`src/hw/sro_consts.svh`:
```
// sro_consts.svh: register offsets, field positions, reset values and counts
// assumes: included by bare name from the design modules, the monitor and the bench
`ifndef SRO_CONSTS_SVH
`define SRO_CONSTS_SVH

// ==========================================================
// device register map (12-bit configuration address, 8-bit data)
`define SRO_OFS_SOFT_RESET 12'h000
`define SRO_OFS_SYNC_LIMIT 12'h210
`define SRO_OFS_OVR_LEVEL 12'h211
`define SRO_OFS_OVR_CONFIG 12'h213
`define SRO_OFS_STARTUP 12'h270
`define SRO_OFS_POWER2 12'h29A
`define SRO_OFS_IRQ_STATUS 12'h2F0
`define SRO_OFS_IRQ_MASK 12'h2F1
`define SRO_OFS_LINK_EN 12'h2F2

// ==========================================================
// reset values and writable-bit masks
`define SRO_RST_SYNC_LIMIT 5'h03
`define SRO_RST_OVR_LEVEL 8'hF2
`define SRO_RST_OVR_EXP 3'h7
`define SRO_RST_POWER2 8'h0F
`define SRO_MASK_SYNC_LIMIT 8'h1F
`define SRO_MASK_OVR_CONFIG 8'h0F
`define SRO_MASK_ONE_BIT 8'h01
`define SRO_MASK_IRQ 8'h07
`define SRO_MASK_FULL 8'hFF

// ==========================================================
// field positions
`define SRO_BIT_OVR_ON 3
`define SRO_BIT_SOFT_RESET 0
`define SRO_BIT_INIT_DONE 0
`define SRO_IRQ_SYNC 0
`define SRO_IRQ_OVR 1
`define SRO_IRQ_INIT 2

// ==========================================================
// counts
`define SRO_INIT_CYCLES 8'h40
`define SRO_STRETCH_BASE 10'h004
`define SRO_SYNC_CNT_MAX 6'h3F

// ==========================================================
// host command port (word offsets)
`define SRO_H_ADDR 4'h0
`define SRO_H_WDATA 4'h1
`define SRO_H_CMD 4'h2
`define SRO_H_STATUS 4'h3
`define SRO_H_RDATA 4'h4
`define SRO_H_SYNC_LEN 4'h5
`define SRO_H_CMD_WR 0
`define SRO_H_CMD_RD 1
`define SRO_H_CMD_SYNC 2

`endif

```
`src/hw/sro_link_if.sv`:
```
// sro_link_if.sv: configuration port, sync request line and over-range pins
// assumes: both ends share one clock; the testbench instantiates it
`timescale 1ns/1ps
interface sro_link_if;
  logic [11:0] cfg_addr;
  logic [7:0] cfg_wdata;
  logic cfg_wr;
  logic cfg_rd;
  logic [7:0] cfg_rdata;
  logic sync_n;
  logic overrange_out_a;
  logic overrange_out_b;
  logic overrange_out_c;
  logic overrange_out_d;

  modport dev (
    input cfg_addr, cfg_wdata, cfg_wr, cfg_rd, sync_n,
    output cfg_rdata, overrange_out_a, overrange_out_b, overrange_out_c, overrange_out_d
  );
  modport host (
    output cfg_addr, cfg_wdata, cfg_wr, cfg_rd, sync_n,
    input cfg_rdata, overrange_out_a, overrange_out_b, overrange_out_c, overrange_out_d
  );
endinterface

```
`src/hw/sro_device.sv`:
```
// sro_device.sv: converter-side sync request qualifier, over-range pins,
// startup flag and configuration registers
// assumes: one clock shared with the far end, synchronous active-high reset
//
// Decided for this implementation: strobed register access.
`timescale 1ns/1ps
`include "sro_consts.svh"

// How it works
// - sync request after threshold plus one lows
// - sync line sampled on the link clock
// - shorter low bursts are error reports, ignored
// - host changes threshold only with link disabled
// - host programs threshold zero for fastest response
// - over-range when sample magnitude reaches level
// - over-range pins held low unless enabled
// - pulses stretched to four times two-to-exponent
// - startup bit reads one once init finishes
// - host waits for startup except soft reset
// - host writes reserved bits as zero
module sro_device (
  // link to the far end
  sro_link_if.dev link,
  // clock and reset
  input wire logic clk,
  input wire logic rst,
  // converter samples, channel a in slot 0
  input wire logic [3:0][11:0] sample,
  // events
  output logic sync_request,
  output logic irq
);

  // ==========================================================
  // register state
  logic [4:0] sync_limit_reg;
  logic [7:0] ovr_level_reg;
  logic ovr_on_reg;
  logic [2:0] ovr_exp_reg;
  logic [7:0] power2_reg;
  logic link_en_reg;
  logic [2:0] irq_status_reg;
  logic [2:0] irq_mask_reg;
  logic [7:0] rdata_reg;
  logic [7:0] init_cnt_reg;
  logic init_done_reg;
  logic irq_reg;

  // ==========================================================
  // write decode
  wire soft_rst = link.cfg_wr && link.cfg_addr == `SRO_OFS_SOFT_RESET
    && link.cfg_wdata[`SRO_BIT_SOFT_RESET];
  wire any_rst = rst || soft_rst;
  wire wr_thresh = link.cfg_wr && link.cfg_addr == `SRO_OFS_SYNC_LIMIT;
  wire wr_level = link.cfg_wr && link.cfg_addr == `SRO_OFS_OVR_LEVEL;
  wire wr_config = link.cfg_wr && link.cfg_addr == `SRO_OFS_OVR_CONFIG;
  wire wr_power2 = link.cfg_wr && link.cfg_addr == `SRO_OFS_POWER2;
  wire wr_mask = link.cfg_wr && link.cfg_addr == `SRO_OFS_IRQ_MASK;
  wire wr_link_en = link.cfg_wr && link.cfg_addr == `SRO_OFS_LINK_EN;
  wire rd_status = link.cfg_rd && link.cfg_addr == `SRO_OFS_IRQ_STATUS;

  always_ff @(posedge clk) begin
    if (any_rst) begin
      sync_limit_reg <= `SRO_RST_SYNC_LIMIT;
      ovr_level_reg <= `SRO_RST_OVR_LEVEL;
      ovr_on_reg <= 1'b0;
      ovr_exp_reg <= `SRO_RST_OVR_EXP;
      power2_reg <= `SRO_RST_POWER2;
      link_en_reg <= 1'b0;
      irq_mask_reg <= 3'h0;
    end else begin
      if (wr_thresh) begin
        sync_limit_reg <= link.cfg_wdata[4:0];
      end
      if (wr_level) begin
        ovr_level_reg <= link.cfg_wdata;
      end
      if (wr_config) begin
        ovr_on_reg <= link.cfg_wdata[`SRO_BIT_OVR_ON];
        ovr_exp_reg <= link.cfg_wdata[2:0];
      end
      if (wr_power2) begin
        power2_reg <= link.cfg_wdata;
      end
      if (wr_mask) begin
        irq_mask_reg <= link.cfg_wdata[2:0];
      end
      if (wr_link_en) begin
        link_en_reg <= link.cfg_wdata[0];
      end
    end
  end

  // ==========================================================
  // read mux; reserved bits and unmapped addresses read zero
  logic [7:0] rd_value;
  always_comb begin
    rd_value = 8'h00;
    if (link.cfg_addr == `SRO_OFS_SYNC_LIMIT) begin
      rd_value = {3'h0, sync_limit_reg};
    end else if (link.cfg_addr == `SRO_OFS_OVR_LEVEL) begin
      rd_value = ovr_level_reg;
    end else if (link.cfg_addr == `SRO_OFS_OVR_CONFIG) begin
      rd_value = {4'h0, ovr_on_reg, ovr_exp_reg};
    end else if (link.cfg_addr == `SRO_OFS_STARTUP) begin
      rd_value = {7'h00, init_done_reg};
    end else if (link.cfg_addr == `SRO_OFS_POWER2) begin
      rd_value = power2_reg;
    end else if (link.cfg_addr == `SRO_OFS_IRQ_STATUS) begin
      rd_value = {5'h00, irq_status_reg};
    end else if (link.cfg_addr == `SRO_OFS_IRQ_MASK) begin
      rd_value = {5'h00, irq_mask_reg};
    end else if (link.cfg_addr == `SRO_OFS_LINK_EN) begin
      rd_value = {7'h00, link_en_reg};
    end
  end

  // read data stands only in the cycle after the strobe
  always_ff @(posedge clk) begin
    if (rst) begin
      rdata_reg <= 8'h00;
    end else begin
      rdata_reg <= link.cfg_rd ? rd_value : 8'h00;
    end
  end
  assign link.cfg_rdata = rdata_reg;

  // ==========================================================
  // startup sequencer: a fixed settle count stands in for real init work
  wire init_finish = !init_done_reg && init_cnt_reg == `SRO_INIT_CYCLES;
  always_ff @(posedge clk) begin
    if (any_rst) begin
      init_cnt_reg <= 8'h00;
      init_done_reg <= 1'b0;
    end else begin
      if (!init_done_reg) begin
        init_cnt_reg <= init_cnt_reg + 8'h01;
      end
      if (init_finish) begin
        init_done_reg <= 1'b1;
      end
    end
  end

  // ==========================================================
  // sync request qualifier
  // the line is treated as a pin, so two flops come before any logic
  logic sync_meta_reg;
  logic sync_line_reg;
  logic [5:0] low_cnt_reg;
  logic sync_request_reg;
  always_ff @(posedge clk) begin
    if (rst) begin
      sync_meta_reg <= 1'b1;
      sync_line_reg <= 1'b1;
    end else begin
      sync_meta_reg <= link.sync_n;
      sync_line_reg <= sync_meta_reg;
    end
  end

  wire sync_low = !sync_line_reg;
  // low_cnt holds the lows seen before this one, so reaching the
  // threshold means threshold plus one consecutive lows
  wire sync_qualified = sync_low && low_cnt_reg >= {1'b0, sync_limit_reg};
  wire sync_event = sync_low && low_cnt_reg == {1'b0, sync_limit_reg};
  wire [5:0] low_cnt_next = !sync_low ? 6'h00
    : (low_cnt_reg == `SRO_SYNC_CNT_MAX) ? low_cnt_reg : low_cnt_reg + 6'h01;

  always_ff @(posedge clk) begin
    if (any_rst) begin
      low_cnt_reg <= 6'h00;
      sync_request_reg <= 1'b0;
    end else begin
      low_cnt_reg <= low_cnt_next;
      // a short burst never qualifies and leaves no trace
      sync_request_reg <= sync_qualified;
    end
  end
  assign sync_request = sync_request_reg;

  // ==========================================================
  // over-range detectors, one per channel
  function automatic logic [9:0] stretch_len(input logic [2:0] exp);
    stretch_len = `SRO_STRETCH_BASE << exp;
  endfunction

  logic [3:0] ovr_reg;
  logic [3:0] ovr_hit;
  wire [9:0] stretch = stretch_len(ovr_exp_reg);
  // level/256 of full scale equals level*8 in 12-bit magnitude
  wire [11:0] level_mag = {1'b0, ovr_level_reg, 3'h0};

  genvar ch;
  generate
    for (ch = 0; ch < 4; ch = ch + 1) begin : g_ch
      logic [9:0] hold_reg;
      wire [11:0] mag = sample[ch][11] ? 12'(-sample[ch]) : sample[ch];
      assign ovr_hit[ch] = mag >= level_mag;
      always_ff @(posedge clk) begin
        if (any_rst) begin
          hold_reg <= 10'h000;
          ovr_reg[ch] <= 1'b0;
        end else begin
          // a hit restarts the window so the pulse lasts at least stretch
          hold_reg <= !ovr_on_reg ? 10'h000 : ovr_hit[ch] ? stretch - 10'h001
            : (hold_reg != 10'h000) ? hold_reg - 10'h001 : hold_reg;
          ovr_reg[ch] <= ovr_on_reg && (ovr_hit[ch] || hold_reg != 10'h000);
        end
      end
    end
  endgenerate

  assign link.overrange_out_a = ovr_reg[0];
  assign link.overrange_out_b = ovr_reg[1];
  assign link.overrange_out_c = ovr_reg[2];
  assign link.overrange_out_d = ovr_reg[3];

  // ==========================================================
  // interrupts: sticky, read clears, a new event wins over the clear
  logic [3:0] ovr_prev_reg;
  wire ovr_rise = |(ovr_reg & ~ovr_prev_reg);
  wire [2:0] irq_events = {init_finish, ovr_rise, sync_event};
  wire [2:0] irq_status_next = (rd_status ? 3'h0 : irq_status_reg) | irq_events;

  always_ff @(posedge clk) begin
    if (any_rst) begin
      ovr_prev_reg <= 4'h0;
      irq_status_reg <= 3'h0;
      irq_reg <= 1'b0;
    end else begin
      ovr_prev_reg <= ovr_reg;
      irq_status_reg <= irq_status_next;
      irq_reg <= |(irq_status_next & irq_mask_reg);
    end
  end
  assign irq = irq_reg;

endmodule // sro_device

```
`src/flat_wrapper.sv`:
```
// flat-port wrapper written by rule: the top's interface ports become plain ports
module sro_device_flat 
  (clk, rst, sample, sync_request, irq, link_cfg_addr, link_cfg_wdata, link_cfg_wr, link_cfg_rd, link_sync_n, link_cfg_rdata, link_overrange_out_a, link_overrange_out_b, link_overrange_out_c, link_overrange_out_d);
  sro_link_if link_i ();
  input wire logic clk;
  input wire logic rst;
  input wire logic [3:0][11:0] sample;
  output logic sync_request;
  output logic irq;
  input wire logic [$bits(link_i.cfg_addr)-1:0] link_cfg_addr;
  input wire logic [$bits(link_i.cfg_wdata)-1:0] link_cfg_wdata;
  input wire logic [$bits(link_i.cfg_wr)-1:0] link_cfg_wr;
  input wire logic [$bits(link_i.cfg_rd)-1:0] link_cfg_rd;
  input wire logic [$bits(link_i.sync_n)-1:0] link_sync_n;
  output wire logic [$bits(link_i.cfg_rdata)-1:0] link_cfg_rdata;
  output wire logic [$bits(link_i.overrange_out_a)-1:0] link_overrange_out_a;
  output wire logic [$bits(link_i.overrange_out_b)-1:0] link_overrange_out_b;
  output wire logic [$bits(link_i.overrange_out_c)-1:0] link_overrange_out_c;
  output wire logic [$bits(link_i.overrange_out_d)-1:0] link_overrange_out_d;
  assign link_i.cfg_addr = link_cfg_addr;
  assign link_i.cfg_wdata = link_cfg_wdata;
  assign link_i.cfg_wr = link_cfg_wr;
  assign link_i.cfg_rd = link_cfg_rd;
  assign link_i.sync_n = link_sync_n;
  assign link_cfg_rdata = link_i.cfg_rdata;
  assign link_overrange_out_a = link_i.overrange_out_a;
  assign link_overrange_out_b = link_i.overrange_out_b;
  assign link_overrange_out_c = link_i.overrange_out_c;
  assign link_overrange_out_d = link_i.overrange_out_d;
  sro_device u_core (.link(link_i), .clk(clk), .rst(rst), .sample(sample), .sync_request(sync_request), .irq(irq));
endmodule
```
`config.mk`:
```
export PLATFORM = sky130hd
export DESIGN_NAME = sro_device_flat
export DESIGN_NICKNAME = d
export VERILOG_FILES = /design/src/hw/sro_link_if.sv /design/src/hw/sro_device.sv /design/src/flat_wrapper.sv
export VERILOG_INCLUDE_DIRS = /design/src /design/src/hw
export SDC_FILE = /design/constraint.sdc
export NUM_CORES = 1
export LEC_CHECK = 0
export ABC_CLOCK_PERIOD_IN_PS = 4500
export BUFFER_PORTS_ARGS = -buffer_cell sky130_fd_sc_hd__buf_2
export CAP_MARGIN = 20
export CORE_MARGIN = 2
export CORE_UTILIZATION = 46
export CTS_CLUSTER_SIZE = 25
export DETAILED_ROUTE_END_ITERATION = 12
export HOLD_SLACK_MARGIN = 0.12
export PLACE_DENSITY = 0.67
export SYNTH_ARGS = -nofsm -noshare
export SYNTH_HDL_FRONTEND = slang
export SYNTH_SLANG_ARGS = --single-unit
```
`constraint.sdc`:
```
create_clock -name clk -period 4.5 [get_ports clk]
set_clock_uncertainty 0.1 [all_clocks]
set_input_delay 0.675 -clock clk [delete_from_list [all_inputs] [get_ports clk]]
set_output_delay 0.675 -clock clk [all_outputs]
set_load 0.005 [all_outputs]
```
==> impl_metrics.json <==
{
  "clkTransAtPathRegs_ns": 0.07,
  "ys_ff_latch": 107,
  "grt_usage": 0.209,
  "final_util": 0.538,
  "worstSetupStartpointType": "input pin",
  "startpoint": "sample[39]",
  "power.switching_mw": 0.459,
  "power.static_leakage_nw": 3.33,
  "period_share": 0.845,
  "fin_nets": 976,
  "hpwlAfterDp_um": 11700,
  "synth-edff-count": 0,
  "synth_seq_area_share": 0.323,
  "port-buffer-count": 86,
  "fin_tns_setup_ns": 0,
  "std_cell_rows": 43,
  "path_max_fanout": 11,
  "die_area_mm2": 0.0154,
  "arrival_ns": 3.94,
  "routed_wl_um": 15500,
  "crit_required_ns": 4.63,
  "run_status": "completed",
  "p_seq_frac": 0.478,
  "vias": 5748,
  "drv_slew": 0,
  "syn-cell-area_mm2": 0.00663,
  "coreArea_mm2": 0.0140,
  "swShare": 0.231,
  "endpoint_kind": "flop",
  "gp_congestion": 0.844,
  "path_class": "in -> reg",
  "synth_flop_cell": "dfxtp_1",
  "grt_first_pass_wirelength_um": 25700,
  "drv_cap": 0,
  "syn-num-nets": 899,
  "num_io_pins": 87,
  "yosysUniqueCellTypes": 64,
  "area_growth_pct": 13.4,
  "antenna_found_initial": 0,
  "clock-sinks": 107,
  "synth.avg_cell_area_um2": 8.49,
  "rsz0062_at_grt": "false",
  "whs_ns": 0.311,
  "n_antenna_cell": 0,
  "hold_depth": 1,
  "setup_violations": 0,
  "hold_class": "reg -> reg",
  "fp.dieW_um": 124,
  "final_common_cell": "dfxtp_1",
  "clock_tree.buffer_depth": 2,
  "clkPwrFrac": 0.417,
  "fin_crit_ns": 3.80,
  "hold_buffers": 0,
  "min_from": "u_core.sync_meta_reg",
  "die_height_um": 124,
  "worst_pin_slew_ns": 0.830,
  "post_cts_buffers": 0,
  "internal_power_mw": 1.53,
  "drive_gt1_frac": 0.169,
  "avgViaCountPerCell": 5.51,
  "drc": 0,
  "routedWlPerCell_um": 14.9,
  "dr.pass1.iters": 5,
  "h-tree-depth": 3,
  "ir_drop_mv": 0.202,
  "cts_tree": "done",
  "maxSlewHeadroom": 0.442,
  "drtAntennaViolNets": 0,
  "rr_startpoint": "u_core.ovr_level_reg[0]",
  "hold_viol": 0,
  "async_flop_share": 0,
  "p_per_area_mw_per_mm2": 265,
  "start_util": 0.474,
  "layout_common_cells": "dfxtp_1 (107), buf_2 (86), nor2_1 (73)",
  "cts.repair.resized": 0,
  "clock.fmax_mhz": 263,
  "gr-total-overflow": 0,
  "clk_latency_ns": 0.35,
  "yosysWarnings": 0,
  "cts-root-buf": "clkbuf_16",
  "power_frac_comb": 0.105,
  "largest_reg_flops": 40,
  "reg2reg_depth": 6,
  "first_iter_violations": 423,
  "cts_buffers": 9,
  "grt_pass1_vias": 5258,
  "synthCells": 781,
  "grt_max_degree": 29
}
-- worst max-delay path, cell delays in order --
cell,delay (ns)
buf_2,0.11
or4_1,0.58
or4_1,0.51
o31ai_1,0.27
xnor2_1,0.16
ha_1,0.26
a211oi_1,0.23
o21ai_0,0.12
o221a_2,0.28
nor3_1,0.17
buf_4,0.22
mux2_2,0.35
-- metrics by stage --
| step | total power [mW] | cell area, um^2 | setup slack [ns] | instances |
|---|---|---|---|---|
| 2_1_floorplan | 1.10 | 6630 | 0.554 | 781 |
| 3_3_place_gp | 1.18 | 7210 | 0.415 | 1026 |
| 3_5_place_dp | 1.18 | 7210 | 0.363 | 1026 |
| 4_1_cts | 2.00 | 7520 | 0.710 | 1042 |
| 5_1_grt | 2.07 | 7520 | 0.504 | 1043 |
| 6_report | 1.99 | 7520 | 0.699 | 1043 |
-- layout make-up --
cell class	count	area [um^2]
flip-flops and latches	107	2140
clock inverters	4	75.1
clock buffers	12	236
inverters	36	135
well taps	180	225
repair buffers	93	480
fillers	1345	6460
multi-input cells	611	4230
-- power by group through the flow --
stage / logic [mW] / registers [mW] / clock network, mW
after floorplan: 0.130 / 0.974 / 0
after global placement: 0.206 / 0.975 / 0
after detailed placement: 0.207 / 0.975 / 0
after CTS: 0.208 / 0.953 / 0.844
after global routing: 0.234 / 0.953 / 0.885
final: 0.209 / 0.953 / 0.830
-- cell usage after synthesis (all sizes together), types with 12 or more instances --
cell type | number | area, um^2
xnor2 | 47 | 412
mux2 | 20 | 255
nand2 | 66 | 248
mux2i | 19 | 190
nand3 | 64 | 320
a21oi | 36 | 180
xor2 | 27 | 236
dfxtp | 107 | 2140
ha | 45 | 563
nor2 | 73 | 274
clkbuf | 20 | 78.8
nor3 | 21 | 105
o21ai | 18 | 90.1
inv | 36 | 135
o31ai | 12 | 90.1
-- path summary, 6_finish.rpt --
check / slack (ns) / to
setup reg to reg: 1.92 / u_core.g_ch[2].hold_reg[6]
hold reg to reg: 0.31 / u_core.sync_line_reg
hold / removal: 0.31 / u_core.sync_line_reg
setup / recovery: 0.70 / u_core.g_ch[3].hold_reg[6]
-- cell families after synthesis --
| logic type | count (synthesis) | synth area share |
|---|---|---|
| muxes | 39 | 0.0671 |
| and+or+nand+nor | 328 | 0.257 |
| AOI/OAI and AO/OA | 125 | 0.130 |
| DFF | 107 | 0.323 |
| adders and majority gates | 45 | 0.0849 |
| buffers and inverters | 63 | 0.0404 |
| xor gates and xnor gates | 74 | 0.0977 |
-- routing by layer --
layer,global-route usage,up-vias,routed length (um)
li1,-,2963,-
met1,0.292,2637,7670
met2,0.331,127,6980
met3,0.0389,21,671
met4,0.0541,0,221
met5,0,-,0
Note: power is estimated with default switching activity, not from simulation.
